### config.mk
export PLATFORM = sky130hd
export DESIGN_NAME = tpcg_core
export DESIGN_NICKNAME = d
export VERILOG_FILES = /design/src/inc/tpcg_pkg.sv /design/src/hdl/tpcg_core.sv
export SDC_FILE = /design/constraint.sdc
export NUM_CORES = 1
export LEC_CHECK = 0
export ABC_CLOCK_PERIOD_IN_PS = 2400
export BUFFER_PORTS_ARGS = -buffer_cell sky130_fd_sc_hd__clkbuf_2
export CORE_AREA = 4 4 41 43
export CTS_CLUSTER_SIZE = 24
export DETAILED_ROUTE_END_ITERATION = 12
export DIE_AREA = 0 0 45 47
export PLACE_DENSITY_LB_ADDON = 0.08
export SLEW_MARGIN = 15
export SYNTH_ARGS = -nofsm -noshare
export SYNTH_HDL_FRONTEND = slang
export SYNTH_SLANG_ARGS = --single-unit
### constraint.sdc
create_clock -name clk -period 2.4 [get_ports clk]
set_clock_uncertainty 0.15 [all_clocks]
set_input_delay 0.12 -clock clk [delete_from_list [all_inputs] [get_ports clk]]
set_output_delay 0.12 -clock clk [all_outputs]
set_load 0.05 [all_outputs]
### src/inc/tpcg_pkg.sv
// Summary of operation
// Oscillator divided by nine with a synchronous modulo-nine counter.
// Each period decodes 2-5-2: phase one two units, phase two five.
// Phase two rises two units after phase one; never both high.
// A logic-level copy of phase two is driven aligned with it.
// An active status strobe is low for exactly one oscillator unit.
// Machine-cycle marker gated with early phase-one tick forms the strobe.
// The status strobe is held low while the reset output is active.
// Auxiliary logic gives reset output, status strobe and synchronised ready.
// Reset and wait requests captured on delayed phase-two tick; reset high.
// Far side presents requests four units before the capture edge.
// Far side holds wait request four units after the strobe.
// A buffered oscillator-derived output is brought out for system timing.
// Reset output releases only on a capture edge, never asynchronously.
package tpcg_pkg;
  localparam int unsigned DIVIDE       = 9;
  localparam int unsigned CNT_W        = 4;
  localparam logic [3:0]  CNT_LAST     = 4'h8;
  // Phase one units 0..1, gap none, phase two units 2..6, gap 7..8
  localparam logic [3:0]  PHI1_FIRST   = 4'h0;
  localparam logic [3:0]  PHI1_LAST    = 4'h1;
  localparam logic [3:0]  PHI2_FIRST   = 4'h2;
  localparam logic [3:0]  PHI2_LAST    = 4'h6;
  // Early phase-one tick: the unit just before phase one rises
  localparam logic [3:0]  EARLY_P1     = 4'h8;
  // Delayed phase-two tick: capture so outputs change with phase two rising
  localparam logic [3:0]  DELAYED_P2   = 4'h1;
  localparam int unsigned SYNC_STAGES  = 2;
  localparam real         OSC_PERIOD_NS = 5.0;
  localparam int unsigned P1_UNITS     = 2;
  localparam int unsigned P2_UNITS     = 5;
  localparam int unsigned P1_TO_P2     = 2;

  typedef struct packed {
    logic phi1;
    logic phi2;
    logic phi2_ttl;
  } tpcg_clk_t;
endpackage

### src/hdl/tpcg_core.sv
module tpcg_core #(
  parameter int unsigned SYNC_STAGES = tpcg_pkg::SYNC_STAGES
) (
  // Oscillator and module reset
  input  wire logic             clk,
  input  wire logic             rstn,
  // Asynchronous pins from the system
  input  wire logic             reset_request_n,
  input  wire logic             wait_request_in,
  input  wire logic             cycle_marker,
  // Phase clocks to the processor and half-rate oscillator output
  output tpcg_pkg::tpcg_clk_t   clocks,
  output logic                  osc_out,
  // Auxiliary outputs
  output logic                  status_strobe_n,
  output logic                  ready,
  output logic                  reset_out
);
  import tpcg_pkg::*;

  if (SYNC_STAGES < 2) begin : g_bad_sync
    $error("SYNC_STAGES must be at least 2");
  end

  // Pin synchronisers; only the last stage is read
  logic [SYNC_STAGES-1:0] rst_sync;
  logic [SYNC_STAGES-1:0] wait_sync;
  logic [SYNC_STAGES-1:0] mark_sync;
  logic [SYNC_STAGES-1:0] next_rst_sync;
  logic [SYNC_STAGES-1:0] next_wait_sync;
  logic [SYNC_STAGES-1:0] next_mark_sync;

  always_comb begin
    next_rst_sync  = {rst_sync[SYNC_STAGES-2:0], ~reset_request_n};
    next_wait_sync = {wait_sync[SYNC_STAGES-2:0], wait_request_in};
    next_mark_sync = {mark_sync[SYNC_STAGES-2:0], cycle_marker};
  end

  always_ff @(posedge clk) begin
    if (!rstn) begin
      rst_sync  <= '0;
      wait_sync <= '0;
      mark_sync <= '0;
    end else begin
      rst_sync  <= next_rst_sync;
      wait_sync <= next_wait_sync;
      mark_sync <= next_mark_sync;
    end
  end

  // Divide-by-nine counter and phase decode
  logic [CNT_W-1:0] count;
  logic [CNT_W-1:0] next_count;
  tpcg_clk_t        next_clocks;
  logic             next_osc_out;

  always_comb begin
    if (count == CNT_LAST) begin
      next_count = '0;
    end else begin
      next_count = count + 4'h1;
    end
    // Decoding the next count keeps every output straight off a flop
    next_clocks.phi1 = (next_count >= PHI1_FIRST)
                     && (next_count <= PHI1_LAST);
    next_clocks.phi2 = (next_count >= PHI2_FIRST)
                     && (next_count <= PHI2_LAST);
    next_clocks.phi2_ttl = next_clocks.phi2;
    // Registered outputs cannot pass the raw clock; a half-rate toggle does
    next_osc_out = ~osc_out;
  end

  always_ff @(posedge clk) begin
    if (!rstn) begin
      count   <= CNT_LAST;
      clocks  <= '0;
      osc_out <= 1'b0;
    end else begin
      count   <= next_count;
      clocks  <= next_clocks;
      osc_out <= next_osc_out;
    end
  end

  // Internal timing ticks: early tick on the unit about to start, delayed tick on the current unit
  logic early_phase_one_tick;
  logic delayed_phase_two_tick;

  always_comb begin
    early_phase_one_tick   = (next_count == EARLY_P1);
    delayed_phase_two_tick = (count == DELAYED_P2);
  end

  // Reset, ready and strobe flops
  logic next_ready;
  logic next_reset_out;
  logic next_status_strobe_n;

  always_comb begin
    next_ready     = ready;
    next_reset_out = reset_out;
    if (delayed_phase_two_tick) begin
      next_ready     = wait_sync[SYNC_STAGES-1];
      next_reset_out = rst_sync[SYNC_STAGES-1];
    end
    // Reset holds the strobe low so the controller resets too
    next_status_strobe_n = ~(reset_out
      || (early_phase_one_tick && mark_sync[SYNC_STAGES-1]));
  end

  always_ff @(posedge clk) begin
    if (!rstn) begin
      ready           <= 1'b0;
      reset_out       <= 1'b1;
      status_strobe_n <= 1'b0;
    end else begin
      ready           <= next_ready;
      reset_out       <= next_reset_out;
      status_strobe_n <= next_status_strobe_n;
    end
  end

  // Checks
  nine_period_a: assert property (@(posedge clk) disable iff (!rstn)
    $rose(clocks.phi1) |-> ##9 $rose(clocks.phi1))
    else $error("phase one period is not nine units");

  phi1_width_a: assert property (@(posedge clk) disable iff (!rstn)
    $rose(clocks.phi1) |-> clocks.phi1 ##1 clocks.phi1 ##1 !clocks.phi1)
    else $error("phase one width is not two units");

  phi2_width_a: assert property (@(posedge clk) disable iff (!rstn)
    $rose(clocks.phi2) |-> clocks.phi2[*5] ##1 !clocks.phi2)
    else $error("phase two width is not five units");

  phase_lead_a: assert property (@(posedge clk) disable iff (!rstn)
    $rose(clocks.phi1) |-> ##2 $rose(clocks.phi2))
    else $error("phase two does not rise two units after phase one");

  no_overlap_a: assert property (@(posedge clk) disable iff (!rstn)
    !(clocks.phi1 && clocks.phi2))
    else $error("phase clocks overlap");

  ttl_copy_a: assert property (@(posedge clk) disable iff (!rstn)
    clocks.phi2_ttl == clocks.phi2)
    else $error("logic-level phase two differs from phase two");

  strobe_one_a: assert property (@(posedge clk) disable iff (!rstn)
    ($fell(status_strobe_n) && !reset_out && !$past(reset_out))
      |-> ##1 status_strobe_n)
    else $error("status strobe wider than one unit");

  strobe_place_a: assert property (@(posedge clk) disable iff (!rstn)
    (!status_strobe_n && !reset_out && !$past(reset_out))
      |-> ##1 $rose(clocks.phi1))
    else $error("status strobe not just before phase one");

  reset_strobe_a: assert property (@(posedge clk) disable iff (!rstn)
    $past(reset_out) |-> !status_strobe_n)
    else $error("strobe not held low during reset");

  capture_edge_a: assert property (@(posedge clk) disable iff (!rstn)
    ($changed(reset_out) || $changed(ready)) |-> $rose(clocks.phi2))
    else $error("reset or ready changed off the capture edge");

  ready_follow_a: assert property (@(posedge clk) disable iff (!rstn)
    $rose(clocks.phi2) |-> ready == $past(wait_sync[SYNC_STAGES-1]))
    else $error("ready does not follow the captured wait request");

  // Counter checks guard the decode that every phase output relies on
  count_range_a: assert property (@(posedge clk) disable iff (!rstn)
    count <= CNT_LAST)
    else $error("divider count left its range");

  count_step_a: assert property (@(posedge clk) disable iff (!rstn)
    (count != CNT_LAST)
      |=> (count == $past(count) + 4'h1))
    else $error("divider count skipped a unit");

  count_wrap_a: assert property (@(posedge clk) disable iff (!rstn)
    (count == CNT_LAST)
      |=> (count == '0))
    else $error("divider count did not wrap after the last unit");

  phi2_gap_a: assert property (@(posedge clk) disable iff (!rstn)
    $fell(clocks.phi2) |-> (!clocks.phi1 && !clocks.phi2)
      ##1 (!clocks.phi1 && !clocks.phi2) ##1 clocks.phi1)
    else $error("gap after phase two is not two units");

  strobe_count_a: assert property (@(posedge clk) disable iff (!rstn)
    (!status_strobe_n && !reset_out && !$past(reset_out))
      |-> (count == CNT_LAST))
    else $error("status strobe outside the last unit");

  strobe_cause_a: assert property (@(posedge clk) disable iff (!rstn)
    ($fell(status_strobe_n) && !$past(reset_out))
      |-> $past(mark_sync[SYNC_STAGES-1]))
    else $error("status strobe without a cycle marker");

  // Pin-side checks reach past the synchroniser, not copies of its flops
  ready_rise_a: assert property (@(posedge clk) disable iff (!rstn)
    $rose(ready)
      |-> $past(wait_request_in, SYNC_STAGES + 1))
    else $error("ready rose without a wait request pin high");

  ready_fall_a: assert property (@(posedge clk) disable iff (!rstn)
    $fell(ready)
      |-> !$past(wait_request_in, SYNC_STAGES + 1))
    else $error("ready fell without a wait request pin low");

  reset_pin_a: assert property (@(posedge clk) disable iff (!rstn)
    $rose(reset_out)
      |-> !$past(reset_request_n, SYNC_STAGES + 1))
    else $error("reset output rose without a reset request");

  reset_release_a: assert property (@(posedge clk) disable iff (!rstn)
    $fell(reset_out)
      |-> ($rose(clocks.phi2) && !$past(rst_sync[SYNC_STAGES-1])))
    else $error("reset output released off a clean capture");

  osc_toggle_a: assert property (@(posedge clk) disable iff (!rstn)
    $past(rstn)
      |-> (osc_out != $past(osc_out)))
    else $error("oscillator output missed a toggle");
endmodule

# --- Yosys cells after proc, flatten, opt, wreduce, memory -nomap -nowiden ---
# Index checks and enable logic that the tools add are counted.
# W data, S select, Z words.
totals:
  reg_bits: 16
  input_bits: 5
  out_inout_bits: 7
  wordCells: 26
op_classes:
  addsub: 1
  order_cmp: 4
  eq_ne: 3
  muxes: 1
  n_bitwise: 3
  reduce_logical: 4
ops:
  columns: ["operator", "n"]
  rows:
  - ["$eq A4 B4 Y1 const B", 2]
  - ["$add A4 B1 Y4 const B", 1]
  - ["$eq A4 B1 Y1 const B", 1]
  - ["$ge A4 B1 Y1 const B", 1]
  - ["$ge A4 B2 Y1 const B", 1]
  - ["$le A4 B1 Y1 const B", 1]
  - ["$le A4 B3 Y1 const B", 1]
  - ["$mux W4", 1]
  - ["$logic_and A1 B1 Y1", 3]
  - ["$not A1 Y1", 3]
  - ["$logic_or A1 B1 Y1", 1]

# --- Longest topological paths before layout ---
logic_depth:
  ltp_word: 6
  depth_mapped: 5
  mapped_depth_nobuf: 5

# --- Worst setup path after synthesis ---
# OpenSTA, ideal clock, no wires.
synth_path:
  path_kind: "register -> register"
  start: "register count[0]"
  end: "register status_strobe_n"
  setup_ns: 0.125
  arrival_time_ns: 1.507
  required_ns: 2.125
  setup_slack_ns: 0.618
  path_stages_with_launch: 6
  path_buffers: 0
  synth_period_minus_slack_ns: 1.782
  cell_sequence: "dfxtp_1 > inv_1 > ha_1 > or3b_1 > a21boi_1 > o41a_1"
synth_via:
  elab_chain_cells: 6
  elab_cells_between_ends: 7
  classes_between: "add/sub (1); eq/ne (2); mux (1); bitwise (1); reduce/logical (2)"
synth_lines:
  columns: ["item", "line_no", "source"]
  rows:
  - ["start, declared", "tpcg_core.sv:52", "logic [CNT_W-1:0] count;"]
  - ["start signal, assigned", "tpcg_core.sv:79", "count <= next_count;"]
  - ["$add A4 B1 Y4 / $eq A4 B4 Y1 (equally long branches)", "tpcg_core.sv:61, tpcg_core.sv:58", null]
  - ["$mux W4 *", "tpcg_core.sv:58", "if (count == CNT_LAST) begin"]
  - ["$eq A4 B4 Y1 *", "tpcg_core.sv:90", "early_phase_one_tick = (next_count == EARLY_P1);"]
  - ["$logic_and A1 B1 Y1 *", "tpcg_core.sv:108", "|| (early_phase_one_tick && mark_sync[SYNC_STAGES-1]));"]
  - ["$logic_or A1 B1 Y1 *", "tpcg_core.sv:108", null]
  - ["$not A1 Y1 *", "tpcg_core.sv:107", "next_status_strobe_n = ~(reset_out"]
  - ["end signal, assigned", "tpcg_core.sv:119", "status_strobe_n <= next_status_strobe_n;"]
  - ["end, declared", "tpcg_core.sv:15", "output logic status_strobe_n,"]
# Every way passes the cells marked *; elsewhere a longest branch is shown, timed or not.
# A chain may end at the register's enable or synchronous reset.

# --- Worst setup path after layout ---
# Ends and elaborated chain as after synthesis.

==> key figures <==
Outcome
  – Status: complete, no violations

Timing
  – Minimum clock period: around 1.9 ns
  – Hold Vio Cnt, Final: 0
  – Slew @ Worst Pin: ~0.46 ns
  – Fin. max-slew vios: 0
  – Worst slew margin: between 60% and 70%
  – Setup TNS: 0 ns
  – Period utilisation layout: around 80%
  – Final setup fails: 0
  – Maximum operating frequency: between 500 and 600 MHz
  – Hold WS: about 0.26 ns
  – RSZ-0062 raised after global routing: no

Synthesis
  – Ys flop type: dfxtp_1
  – Seq/Total Area, Yosys: between 50% and 60%
  – Syn Std Cell Area: 591 µm²
  – Syn_area_per_cell: 10.7 µm²
  – Post-synth ARST share: 0%
  – Library cells used by synthesis: 21
  – Synth area leaders: dfxtp_1 (54%), and2_1 (8.5%), ha_1 (6.4%)
  – Commonest cells in the synthesized netlist: dfxtp_1 (16), and2_1 (8), inv_1 (4), nor2_1 (4)
  – Most common cell in the netlist: dfxtp_1
  – Syn Nets: 63
  – Number of synthesized register bits: 16
  – Yosys top cell area share: approximately 54%
  – EDFF count, synth: 0
  – Post-Synthesis Cells: 55
  – Area leader, netlist: dfxtp_1
  – Syn. warnings: 0

Place
  – Port Buffers: 11
  – Placer congestion estimate: 0.676

Clocking
  – Reg clk slew, reported paths: ~0.090 ns
  – CTS tree: built
  – Longest Clk Path Bufs: 2
  – Total CTS buffers: 3
  – Clock root buffer: clkbuf_4
  – Postcts setup bufs: 0
  – Clk sink count: 16
  – Worst-Skew Late Latency: approximately 0.29 ns
  – # resized after CTS: 0
  – H-tree depth: 1

Die
  – DIE HEIGHT: between 40 and 50 µm
  – Row count: 13
  – Total die area: 2120 µm²
  – Core area: around 1300 µm²
  – Die width: around 45 µm
  – Initial Util: 45.4%
  – Num ports: 12

Critical path
  – CP Launch Type: register
  – Reg-to-reg setup timing slack: ~0.47 ns
  – CP Capture Type: register
  – Crit. Startpoint: count[0]
  – CP max-delay cell: dfxtp_1
  – Crit path to: status_strobe_n
  – Worst path cell trace: inv_1 > ha_1 > or3b_1 > a21boi_1 > o41a_1
  – Worst EP arrival: between 1.5 and 2 ns
  – R2R depth: 5
  – Worst reg2reg startpoint: count[0]
  – Critical-path maximum fanout: 7
  – Critical path class: register to register
  – Worst endpoint required time: approximately 2.4 ns
  – RR Endpoint: status_strobe_n
  – Worst path max stage delay: 0.45 ns

Power and ir drop
  – Pwr dens: about 1100 nW/µm²
  – Leakage power: approximately 0.32 nW
  – Peak VDD IR: between 0.5 and 0.6 mV

Final layout
  – ANT cells: 0
  – P&R area growth vs syn: 24.2%
  – Layout cells sized above 1: between 20% and 30%
  – Final nets: between 80 and 90
  – Number of fill cells in the layout: between 100 and 150

Global routing
  – Initial antenna violation count: 0
  – Largest net degree at the start of global routing: 11
  – Remaining Overflow, GRT: 0
  – First-pass GRT wire length: between 1500 and 2000 µm
  – Number of global-route vias before repair: around 410
  – Total global-route track usage: ~12%

Route
  – Via count: around 450
  – First-pass DRT Iterations: 4
  – DRT iter0 DRCs: 4
  – Total length of routed wires: between 900 and 1000 µm
  – Drt drc: 0
  – Routed vias/inst: between 5 and 6
  – DR WL/cell: approximately 11 µm
  – Detail Route Antenna Nets: 0

Worst hold path
  – Hold Path Class: register to register
  – Worst Hold Launch: osc_out

Flow run
  – MaxCap Viol Count: 0
## final cells by class
| class | count | area (µm²) | area share (%) |
|---|---|---|---|
| Clock buffer | 4 | 36.3 | 4.95 |
| Multi-Input combinational cell | 34 | 248 | 33.8 |
| Tap cell | 15 | 18.8 | 2.56 |
| Inverter | 4 | 15.0 | 2.05 |
| Timing Repair Buffer | 15 | 95.1 | 13.0 |
| Sequential cell | 16 | 320 | 43.7 |
## state kept, by name, indices dropped and copies added (netlist names)
signal and flops:
rst_sync 2, reset_out 1, mark_sync 2, osc_out 1, wait_sync 2, count 4
status_strobe_n 1, ready 1, clocks 2
## critical path, delay by kind of cell (launching register included)
kind	cells	cell delay, ns
DFF	1	0.45
adders and majority gates	1	0.24
AOI/OAI and AO/OA	2	0.51
and+or+nand+nor	1	0.38
buffers and inverters	1	0.09
## routing by layer
layer | global-route usage [%] | wire [µm]
met3 | 2.30 | 56
met5 | 0 | 0
met4 | 12.3 | 41
met2 | 17.8 | 398
met1 | 13.0 | 465
## how the worst min path moves through the flow
| stage | end | slack [ns] | cells after the start |
|---|---|---|---|
| 6_report | osc_out | 0.26 | 1 |
| 5_1_grt | osc_out | 0.28 | 1 |
| 4_1_cts | osc_out | 0.27 | 1 |
| 3_5_place_dp | rst_sync[0] | 0.13 | 2 |
| 3_3_place_gp | rst_sync[0] | 0.13 | 2 |
| 2_1_floorplan | reset_out | 0.03 | 1 |
## metrics by stage
step	total power (W)	util (%)	cell area [µm²]	std cells	worst slack (ns)
after global placement	0.000666	50.5	657	80	0.543
final	0.000839	56.3	733	88	0.473
after global routing	0.000893	56.3	733	88	0.399
after floorplan	0.000605	-	591	55	0.618
after CTS	0.000847	56.3	733	88	0.479
after detailed placement	0.000665	50.5	657	80	0.500
## placed cells by master, fill, tap and decap left out, drive strengths merged, types with 2 or more instances in the layout
master / n
a311oi: 2
and2: 8
clkbuf: 15
dfxtp: 16
dlygate4sd3: 4
ha: 3
inv: 4
mux2i: 2
nand2: 3
nor2: 4
## kinds of logic after synthesis
group                      Yosys count  share of synthesized area (%)
AOI/OAI and AO/OA                    8                           11.4
xor gates and xnor gates             1                           1.48
adders and majority gates            3                           6.36
buffers and inverters                5                           3.81
DFF                                 16                           54.2
muxes                                2                           3.39
and+or+nand+nor                     20                           19.3
## where the power goes
part	switching, W	total, W	leakage [nW]	internal [W]
combinational	0.000206	0.000306	0.171	0.000100
clock	0.0000853	0.000178	0.0210	0.0000925
sequential	0.0000414	0.000355	0.132	0.000314
total	0.000333	0.000839	0.324	0.000507
## repair_timing
item,4_1_cts,5_1_grt
endpoints found under the setup margin,0,0
endpoints found under the hold margin,4,0
hold buffers,4,0
No activity file was read; power rests on OpenSTA's default activity.
